`src/include/air_defs.vh`:
```
// Register offsets, field positions, reset values and select codes.
`ifndef AIR_DEFS_VH
`define AIR_DEFS_VH

`define AIR_ADDR_W            8
`define AIR_DATA_W            8
`define AIR_CODE_W            6

`define AIR_CHAN_SEL_ADDR     8'hBB
`define AIR_REF_CTRL_ADDR     8'hD1

`define AIR_CHAN_SEL_RESET    6'h3F
`define AIR_REF_CTRL_RESET    4'h0
`define AIR_CHAN_SEL_MASK     8'h3F
`define AIR_REF_CTRL_MASK     8'h0F

`define AIR_BIT_REF_BUF_EN    0
`define AIR_BIT_BIAS_EN       1
`define AIR_BIT_TEMP_EN       2
`define AIR_BIT_REF_SRC_SEL   3

`define AIR_CODE_LAST_PIN     6'h1F
`define AIR_CODE_RSVD_LO      6'h20
`define AIR_CODE_RSVD_HI      6'h2F
`define AIR_CODE_TEMP         6'h30
`define AIR_CODE_SUPPLY       6'h31
`define AIR_CODE_GND_LO       6'h32

`define AIR_PIN_COUNT         32

`endif

```
`src/core/air_src_decode.v`:
```
// Decoder from the positive input code to one-hot source selects.
`include "air_defs.vh"

module air_src_decode #(
  parameter PIN_COUNT = `AIR_PIN_COUNT
) (
  input  wire [`AIR_CODE_W-1:0] i_code,
  output reg  [31:0]            o_pin_sel,
  output reg                    o_temp_sel,
  output reg                    o_supply_sel,
  output reg                    o_gnd_sel,
  output reg                    o_invalid
);

  always @*
  begin
    o_pin_sel    = 32'h0000_0000;
    o_temp_sel   = 1'b0;
    o_supply_sel = 1'b0;
    o_gnd_sel    = 1'b0;
    o_invalid    = 1'b0;
    if (i_code <= `AIR_CODE_LAST_PIN)
    begin
      if ({26'h000_0000, i_code} < PIN_COUNT)
        o_pin_sel[i_code[4:0]] = 1'b1;
      else
        o_invalid = 1'b1;
    end
    else if (i_code <= `AIR_CODE_RSVD_HI)
      o_invalid = 1'b1;
    else if (i_code == `AIR_CODE_TEMP)
      o_temp_sel = 1'b1;
    else if (i_code == `AIR_CODE_SUPPLY)
      o_supply_sel = 1'b1;
    else
      o_gnd_sel = 1'b1;
  end

endmodule // air_src_decode

```
`src/core/air_ctrl_top.v`:
```
// Converter input multiplexer and reference control register bank.
//
// Overview of operation
// - Six-bit code routes pins 0-31, temperature sensor (48), supply (49) or ground (50-63).
// - Temperature sensor reaches the converter only through the multiplexer.
// - Temperature enable bit turns the sensor on or off.
// - Disabled sensor output floats; conversions from it are flagged invalid.
// - Reference select: 0 uses reference pin, 1 uses supply.
// - Bias enable bit switches on the shared bias generator.
// - Bias generator also turns on when any needing peripheral is enabled.
// - Reference buffer enable drives the on-chip reference onto the pin.
`include "air_defs.vh"

module air_ctrl_top #(
  parameter PIN_COUNT = `AIR_PIN_COUNT
) (
  input  wire                   i_clk_sys,
  input  wire                   i_resetn,
  input  wire [`AIR_ADDR_W-1:0] i_sfr_addr,
  input  wire [`AIR_DATA_W-1:0] i_sfr_wdata,
  input  wire                   i_sfr_wr,
  input  wire                   i_sfr_rd,
  output reg  [`AIR_DATA_W-1:0] o_sfr_rdata,
  input  wire                   i_conv_enable,
  input  wire                   i_osc_bias_req,
  input  wire                   i_periph_bias_req,
  output reg  [31:0]            o_pin_select,
  output reg                    o_temp_select,
  output reg                    o_supply_select,
  output reg                    o_ground_select,
  output reg                    o_select_invalid,
  output reg                    o_temp_sensor_on,
  output reg                    o_temp_sensor_hiz,
  output reg                    o_temp_reading_invalid,
  output reg                    o_ref_from_supply,
  output reg                    o_ref_from_pin,
  output reg                    o_ref_buffer_drive,
  output reg                    o_bias_on,
  output reg                    o_channel_changed
);

  reg  [`AIR_CODE_W-1:0] chan_code_q;
  reg  [`AIR_CODE_W-1:0] chan_code_d;
  reg  [3:0]             ref_ctrl_q;
  reg  [3:0]             ref_ctrl_d;
  reg  [`AIR_DATA_W-1:0] rdata_d;
  wire                   chan_hit;
  wire                   ref_hit;
  wire [31:0]            dec_pin_sel;
  wire                   dec_temp_sel;
  wire                   dec_supply_sel;
  wire                   dec_gnd_sel;
  wire                   dec_invalid;
  wire                   temp_en;
  wire                   bias_manual;
  wire                   ref_src_supply;
  wire                   ref_buf_en;
  wire                   bias_needed;

  assign chan_hit       = (i_sfr_addr == `AIR_CHAN_SEL_ADDR);
  assign ref_hit        = (i_sfr_addr == `AIR_REF_CTRL_ADDR);
  assign temp_en        = ref_ctrl_q[`AIR_BIT_TEMP_EN];
  assign bias_manual    = ref_ctrl_q[`AIR_BIT_BIAS_EN];
  assign ref_src_supply = ref_ctrl_q[`AIR_BIT_REF_SRC_SEL];
  assign ref_buf_en     = ref_ctrl_q[`AIR_BIT_REF_BUF_EN];

  // Write decode for the channel select register.
  always @*
  begin
    chan_code_d = chan_code_q;
    if (i_sfr_wr && chan_hit)
      chan_code_d = i_sfr_wdata[`AIR_CODE_W-1:0];
  end

  // Write decode for the reference control register.
  always @*
  begin
    ref_ctrl_d = ref_ctrl_q;
    if (i_sfr_wr && ref_hit)
      ref_ctrl_d = i_sfr_wdata[3:0];
  end

  always @(posedge i_clk_sys or negedge i_resetn)
  begin
    if (!i_resetn)
    begin
      chan_code_q <= `AIR_CHAN_SEL_RESET;
      ref_ctrl_q  <= `AIR_REF_CTRL_RESET;
    end
    else
    begin
      chan_code_q <= chan_code_d;
      ref_ctrl_q  <= ref_ctrl_d;
    end
  end

  // Read data is captured on the read strobe; unmapped addresses read zero.
  always @*
  begin
    rdata_d = 8'h00;
    if (chan_hit)
      rdata_d = {2'b00, chan_code_q};
    else if (ref_hit)
      rdata_d = {4'h0, ref_ctrl_q};
    else
      rdata_d = 8'h00;
  end

  always @(posedge i_clk_sys or negedge i_resetn)
  begin
    if (!i_resetn)
      o_sfr_rdata <= 8'h00;
    else if (i_sfr_rd)
      o_sfr_rdata <= rdata_d;
  end

  air_src_decode #(
    .PIN_COUNT (PIN_COUNT)
  ) u_src_decode (
    .i_code       (chan_code_q),
    .o_pin_sel    (dec_pin_sel),
    .o_temp_sel   (dec_temp_sel),
    .o_supply_sel (dec_supply_sel),
    .o_gnd_sel    (dec_gnd_sel),
    .o_invalid    (dec_invalid)
  );

  always @(posedge i_clk_sys or negedge i_resetn)
  begin
    if (!i_resetn)
    begin
      o_pin_select     <= 32'h0000_0000;
      o_supply_select  <= 1'b0;
      o_ground_select  <= 1'b1;
      o_select_invalid <= 1'b0;
    end
    else
    begin
      o_pin_select     <= dec_pin_sel;
      o_supply_select  <= dec_supply_sel;
      o_ground_select  <= dec_gnd_sel;
      o_select_invalid <= dec_invalid;
    end
  end

  always @(posedge i_clk_sys or negedge i_resetn)
  begin
    if (!i_resetn)
      o_temp_select <= 1'b0;
    else
      o_temp_select <= dec_temp_sel;
  end

  always @(posedge i_clk_sys or negedge i_resetn)
  begin
    if (!i_resetn)
      o_temp_sensor_on <= 1'b0;
    else
      o_temp_sensor_on <= temp_en;
  end

  always @(posedge i_clk_sys or negedge i_resetn)
  begin
    if (!i_resetn)
    begin
      o_temp_sensor_hiz      <= 1'b1;
      o_temp_reading_invalid <= 1'b0;
    end
    else
    begin
      o_temp_sensor_hiz      <= ~temp_en;
      o_temp_reading_invalid <= dec_temp_sel & ~temp_en;
    end
  end

  always @(posedge i_clk_sys or negedge i_resetn)
  begin
    if (!i_resetn)
    begin
      o_ref_from_supply <= 1'b0;
      o_ref_from_pin    <= 1'b1;
    end
    else
    begin
      o_ref_from_supply <= ref_src_supply;
      o_ref_from_pin    <= ~ref_src_supply;
    end
  end

  always @(posedge i_clk_sys or negedge i_resetn)
  begin
    if (!i_resetn)
      o_ref_buffer_drive <= 1'b0;
    else
      o_ref_buffer_drive <= ref_buf_en;
  end

  assign bias_needed = i_conv_enable | i_osc_bias_req | i_periph_bias_req |
                       temp_en;

  always @(posedge i_clk_sys or negedge i_resetn)
  begin
    if (!i_resetn)
      o_bias_on <= 1'b0;
    else
      o_bias_on <= bias_manual | bias_needed;
  end

  // One-cycle pulse when the stored channel code changes, so the converter
  // can restart its settling time.
  always @(posedge i_clk_sys or negedge i_resetn)
  begin
    if (!i_resetn)
      o_channel_changed <= 1'b0;
    else
      o_channel_changed <= (chan_code_d != chan_code_q);
  end

endmodule // air_ctrl_top

```
`config.mk`:
```
export PLATFORM = sky130hd
export DESIGN_NAME = air_ctrl_top
export DESIGN_NICKNAME = d
export VERILOG_FILES = /design/src/core/air_src_decode.v /design/src/core/air_ctrl_top.v
export VERILOG_INCLUDE_DIRS = /design/src /design/src/include
export SDC_FILE = /design/constraint.sdc
export NUM_CORES = 1
export LEC_CHECK = 0
export BUFFER_PORTS_ARGS = -buffer_cell sky130_fd_sc_hd__clkbuf_2
export CAP_MARGIN = 20
export CORE_UTILIZATION = 40
export DETAILED_ROUTE_END_ITERATION = 8
export MAX_ROUTING_LAYER = met4
export PLACE_DENSITY = 0.66
export SLEW_MARGIN = 30
export SYNTH_ARGS = -nofsm -noshare
export SYNTH_HDL_FRONTEND = slang
export SYNTH_SLANG_ARGS = --single-unit
```
`constraint.sdc`:
```
create_clock -name i_clk_sys -period 1.7 [get_ports i_clk_sys]
set_clock_uncertainty 0.1 [all_clocks]
set_input_delay 0.255 -clock i_clk_sys [delete_from_list [all_inputs] [get_ports i_clk_sys]]
set_output_delay 0.255 -clock i_clk_sys [all_outputs]
set_load 0.1 [all_outputs]
```
==> impl_metrics.json, run 1 <==
{
  "num_vias": 1481,
  "yosys_warnings": 0,
  "initial_core_util_pct": 42.5,
  "combPwrFrac_pct": 11.6,
  "dp_hpwl_mm": 3.02,
  "fmax_mhz": 659,
  "row_count": 26,
  "total_power_uw": 2920,
  "place.gp.congestion": 0.743,
  "finalHoldViolations": 0,
  "layout.nets": 271,
  "multi_input_comb_area_um2": 613,
  "status": "completed",
  "worstHoldPathCells": 3,
  "drive_gt1_share_pct": 44.0,
  "critPathKind": "flip-flop to output port",
  "path_delay_family": "buffers and inverters",
  "fin_crit_ns": 1.52,
  "die-area_um2": 5830,
  "cp_max_fo": 2,
  "tightest_slew_ns": 0.572,
  "grt_pass1_wl_mm": 7.07,
  "cts.sinks": 60,
  "synth_seq_area_share_pct": 68.3,
  "critPathBufInv": 1,
  "synth-edff-count": 0,
  "fill_cells": 480,
  "drtIter0Drc": 66,
  "synth.distinct_cells": 30,
  "cts-buffers-inserted": 9,
  "routed_wl_mm": 4.20,
  "drv_cap": 0,
  "area_delta_synth_final_pct": 27.9,
  "crit_required_ns": 1.34,
  "clockBufferDepth": 2,
  "power_frac_seq_pct": 51.3,
  "reg2reg_to": "o_pin_select[6]",
  "placedCellCount": 306,
  "endpoint_kind": "output port",
  "drv_slew": 0,
  "cts_tree": "built",
  "die_w_um": 76.4,
  "postLayoutCoreUtil_pct": 54.4,
  "wl_per_cell_um": 13.0,
  "netlist_instances": 173,
  "post_cts_buffers": 0,
  "drt-pass1-iter-count": 4,
  "die_h_um": 76.4,
  "core_area_um2": 5200,
  "grt_max_degree": 25,
  "clockPowerShare_pct": 37.2,
  "min-delay-start": "i_periph_bias_req",
  "num_antenna_cells": 0,
  "holdCritPathClass": "input pin to flip-flop",
  "startpoint_type": "flip-flop",
  "setup_tns_ns": 0,
  "insertion_delay_ns": 0.33,
  "track_usage_pct": 16.6,
  "max_slew_margin_pct": 61.9,
  "synth-async-reset-ratio_pct": 100,
  "p_per_area_nw_per_um2": 1030,
  "via_per_inst": 4.60,
  "reg2reg_slack_ns": 0.24,
  "clkTransAtPathRegs_ns": 0.06,
  "clockRootBuffer": "clkbuf_8",
  "intPower_uw": 2140,
  "placed_area_um2": 2650,
  "ios": 75,
  "register_area_um2": 1510,
  "io_buffers": 70,
  "htree_num_levels": 3,
  "stdcell_count": 322,
  "grt_pass1_vias": 1431,
  "cp.arrival_ns": 1.16,
  "hold_end": "o_bias_on",
  "grt_overflow": 0,
  "switching_share_pct": 26.8,
  "r2r_cells": 2,
  "antenna_found_initial": 0,
  "cellLeakagePower_uw": 0.00145,
  "ys_ff_latch": 60,
  "rr_startpoint": "chan_code_q[2]",
  "setup_violations": 0,
  "p_sw_uw": 782,
  "drtAntennaViolNets": 0,
  "yosys_most_used_dff": "dfrtp_1",
  "cp_cell_sequence": "clkbuf_2",
  "cp_slowest_cell": "clkbuf_2",
  "grt_setup_unrepaired": "false",
  "cp_slowest_stage_delay_ns": 0.47,
  "netlist_area_um2": 2210,
  "fin_area_um2": 2830,
  "fin_crit_sh_pct": 89.2,
  "detail_route.drc_violations": 0,
  "ir_drop_v": 0.000507,
  "syn_avg_cell_area_um2": 12.8
}
[logic make-up (layout without fill, tap and decap cells)]
logic type	count (synthesis)	count (layout)	synth area share [%]
xor+xnor	6	6	2.37
compound gates	11	11	3.22
buf+inv	20	98	4.13
mux	10	10	5.77
flops	60	60	68.3
simple gates	65	65	16.0
other cells	1	2	0.169
[sequential cells by signal, summed over array words and instances, names as in the netlist]
| register | cells |
|---|---|
| o_select_invalid | 1 |
| o_bias_on | 1 |
| ref_ctrl_q | 4 |
| chan_code_q | 6 |
| o_ref_from_pin | 1 |
| o_temp_reading_invalid | 1 |
| o_ground_select | 1 |
| o_supply_select | 1 |
| o_channel_changed | 1 |
| o_ref_buffer_drive | 1 |
| o_temp_sensor_on | 1 |
| o_pin_select | 32 |
| o_ref_from_supply | 1 |
| o_temp_sensor_hiz | 1 |
| o_temp_select | 1 |
| o_sfr_rdata | 6 |
[routing by layer]
layer  global-route usage (%)  up-vias  routed length (um)
li1                         -      712                   -
met1                     21.5      701                1940
met2                     24.1       58                1960
met3                     6.23       10                 238
met4                     5.77        0                  53
met5                        -        -                   0
[how the worst max path moves through the flow]
stage	start	end	slack, ns	cells after the start
after floorplan	chan_code_q[0]	o_channel_changed	0.31	4
after CTS	o_sfr_rdata[2]	o_sfr_rdata[2]	0.17	1
after detailed placement	chan_code_q[2]	o_channel_changed	0.22	3
after global routing	chan_code_q[2]	o_channel_changed	0.05	3
final	o_sfr_rdata[2]	o_sfr_rdata[2]	0.18	1
after global placement	i_sfr_addr[2]	ref_ctrl_q[1]	0.26	4
[power groups by stage]
| stage | Clock (uW) | Combinational [uW] | Sequential (uW) |
|---|---|---|---|
| final | 1090 | 339 | 1500 |
| after global routing | 1190 | 362 | 1500 |
| after CTS | 1120 | 344 | 1500 |
| after detailed placement | 0 | 342 | 1520 |
| after global placement | 0 | 336 | 1520 |
| after floorplan | 0 | 106 | 1650 |
[timing repair]
action | CTS | global route
endpoints found under the setup margin | 0 | 0
endpoints found under the hold margin | 17 | 0
hold buffers | 1 | 0
resized for setup | 0 | 0
[layout by cell type (no fill, tap or decap), types with 4 or more instances in the layout]
master | synthesis | final
a22oi_1 | 4 | 4
nand2_1 | 6 | 6
buf_4 | 2 | 4
dfstp_2 | 9 | 9
dfrtp_1 | 51 | 51
nand3b_1 | 5 | 5
clkbuf_8 | 0 | 11
nor2_1 | 37 | 37
mux2_4 | 4 | 4
inv_1 | 9 | 9
xor2_1 | 4 | 4
mux2_2 | 6 | 6
clkbuf_2 | 0 | 67
o22ai_1 | 4 | 4
[area by class of cell]
class,count,area share (%)
multi-input cells,94,21.7
flip-flops and latches,60,53.4
well taps,70,3.09
repair buffers,74,14.7
inverters,9,1.19
clock buffers,13,5.61
clock inverters,2,0.354
[worst register-to-register path: cells and delay by family (launching register included)]
kind          cells  cell delay [ns]
flops             1             0.64
simple gates      2             0.65
[Yosys cell counts (2+ instances only)]
master    number  area share (%)
a22oi_1        4             1.4
buf_4          2            0.68
clkbuf_1       7             1.2
dfrtp_1       51              58
dfstp_2        9              11
inv_1          9             1.5
mux2_2         6             3.1
mux2_4         4             2.7
nand2_1        6             1.0
nand3_1        2            0.45
nand3_4        2             1.6
nand3b_1       5             1.7
nand4_1        2            0.57
nor2_1        37             6.3
nor3_1         2            0.45
nor4_1         2            0.57
o21ai_0        2            0.45
o22ai_1        4             1.1
or3b_2         2            0.79
xnor2_1        2            0.79
xor2_1         4             1.6
[stage by stage]
step                      worst slack, ns  hold slack, ns
after floorplan                     0.315          -0.141
after global placement              0.259           0.168
after detailed placement            0.223           0.185
after CTS                           0.166          0.0161
after global routing               0.0538          0.0317
final                               0.183          0.0278
Power figures use the tool's default switching activity.
==> inputs of run 2 (changes only) <==
Settings changed: CORE_MARGIN set to 2.
Clock period 1.7 ns to 1.9 ns, I/O delays scaled along.
==> run 2 against run 1 <==
Compared with the run above: combinational power shrank 12%; via count shrank 0.61%; clock power grew 13%; critical endpoint is now o_ground_select; worst setup slack gained 0.023 ns; first-iteration DRC count is the same; largest power group unchanged; sequential share of layout area shrank 0.42 points; sequential cell count is the same.
==> impl_metrics.json, run 2 (synthesis results as in run 1) <==
{
  "status": "completed",
  "place.gp.congestion": 0.757,
  "drv_slew": 0,
  "drt-pass1-iter-count": 4,
  "area_delta_synth_final_pct": 28.9,
  "htree_num_levels": 3,
  "clockRootBuffer": "clkbuf_8",
  "cp.arrival_ns": 1.31,
  "grt_util_met1_pct": 20.2,
  "initial_core_util_pct": 40.7,
  "cp_max_fo": 1,
  "die_h_um": 78.4,
  "crit_required_ns": 1.51,
  "row_count": 27,
  "ir_drop_v": 0.000579,
  "cts.sinks": 60,
  "drtIter0Drc": 66,
  "setup_violations": 0,
  "tightest_slew_ns": 0.551,
  "setup_tns_ns": 0,
  "io_buffers": 70,
  "p_per_area_nw_per_um2": 1010,
  "drtAntennaViolNets": 0,
  "clkTransAtPathRegs_ns": 0.06,
  "final_common_cell": "clkbuf_2",
  "fill_cells": 476,
  "antenna_found_initial": 0,
  "cts-resized-gates": 0,
  "cp_cell_sequence": "clkbuf_2",
  "fmax_mhz": 590,
  "num_vias": 1472,
  "grt_pass1_vias": 1443,
  "drv_cap": 0,
  "final_cell_mix": "clkbuf_2 (70), dfrtp_1 (51), nor2_1 (37), clkbuf_8 (10)",
  "total_power_uw": 2870,
  "top_regs": "o_pin_select: 32 flops, chan_code_q: 6 flops, o_sfr_rdata: 6 flops",
  "use_met3_pct": 3.79,
  "finalHoldViolations": 0,
  "use_met2_pct": 23.7,
  "ios": 75,
  "clockBufferDepth": 2,
  "postLayoutCoreUtil_pct": 52.5,
  "post_cts_buffers": 0,
  "cts_tree": "built",
  "ctsHoldBuffers": 1,
  "detail_route.drc_violations": 0,
  "grt_max_degree": 61,
  "cp_slowest_stage_delay_ns": 0.53,
  "critPathBufInv": 1,
  "grt_pass1_wl_mm": 7.11,
  "grt_overflow": 0,
  "pre_cts_slack_ns": 0.395,
  "grt_setup_unrepaired": "false",
  "fin_crit_sh_pct": 89.1,
  "startpoint_type": "flip-flop",
  "reg2reg_slack_ns": 0.41,
  "largest_register_ffs": 32,
  "endpoint_kind": "output port",
  "num_antenna_cells": 0,
  "track_usage_pct": 16.1,
  "largest-register": "o_pin_select",
  "setup_ws_ns": 0.206,
  "die-area_um2": 6140,
  "max_slew_margin_pct": 63.5,
  "wl_per_cell_um": 13.6,
  "critPathKind": "flip-flop to output port",
  "hold-worst-slack_ns": 0.0576,
  "insertion_delay_ns": 0.33,
  "core_area_um2": 5440,
  "holdCritPathClass": "input pin to flip-flop",
  "path_delay_family": "flip-flops",
  "cts-buffers-inserted": 9,
  "via_per_inst": 4.54,
  "layout.nets": 270,
  "routed_wl_mm": 4.42,
  "grt_busiest_layer": "met2",
  "die_w_um": 78.4,
  "cellLeakagePower_uw": 0.00146,
  "dp_hpwl_mm": 3.05,
  "cp_slowest_cell": "dfstp_2",
  "fin_crit_ns": 1.69,
  "drive_gt1_share_pct": 44.4
}
-- run 2: cell count changes in the layout (fill, tap and decap cells not counted) --
cell | before | now
buf_4 | 4 | 1
buf_12 | 2 | 1
clkbuf_8 | 11 | 10
clkbuf_1 | 2 | 1
clkinv_2 | 2 | 3
bufinv_16 | 0 | 2
clkbuf_2 | 67 | 70
-- run 2: layout make-up --
cell class / instances / area (um^2) / share of cell area [%]
Timing Repair Buffer: 73 / 388 / 13.6
Multi-Input combinational cell: 94 / 613 / 21.5
Tap cell: 72 / 90.1 / 3.16
Clock inverter: 5 / 75.1 / 2.63
Inverter: 9 / 33.8 / 1.18
Clock buffer: 11 / 141 / 4.95
Sequential cell: 60 / 1510 / 53.0
-- run 2: path summary, 6_finish.rpt --
check,start,endpoint,depth (start not counted)
setup / recovery,o_ground_select,o_ground_select,1
hold / removal,i_periph_bias_req,o_bias_on,3
min in group asynchronous,i_resetn,o_pin_select[10],3
setup reg to reg,chan_code_q[3],o_pin_select[11],2
max in group asynchronous,i_resetn,chan_code_q[0],3
hold reg to reg,ref_ctrl_q[0],o_ref_buffer_drive,0
-- run 2: metal layers --
layer	wire, um	vias to the layer above
li1	-	712
met1	2020	685
met2	1990	64
met3	293	11
met4	121	0
met5	0	-
-- run 2: where the power goes --
group / switching (uW) / internal [uW] / leakage (uW)
clock network: 467 / 767 / 0.000113
registers: 27.7 / 1310 / 0.000796
logic: 234 / 63.9 / 0.000553
total: 729 / 2140 / 0.00146
-- run 2: stage by stage --
| step | cell area [um^2] | instances |
|---|---|---|
| floorplan | 2220 | 174 |
| global placement | 2630 | 307 |
| detailed placement | 2630 | 307 |
| CTS | 2850 | 324 |
| global route | 2850 | 324 |
| finish | 2850 | 324 |
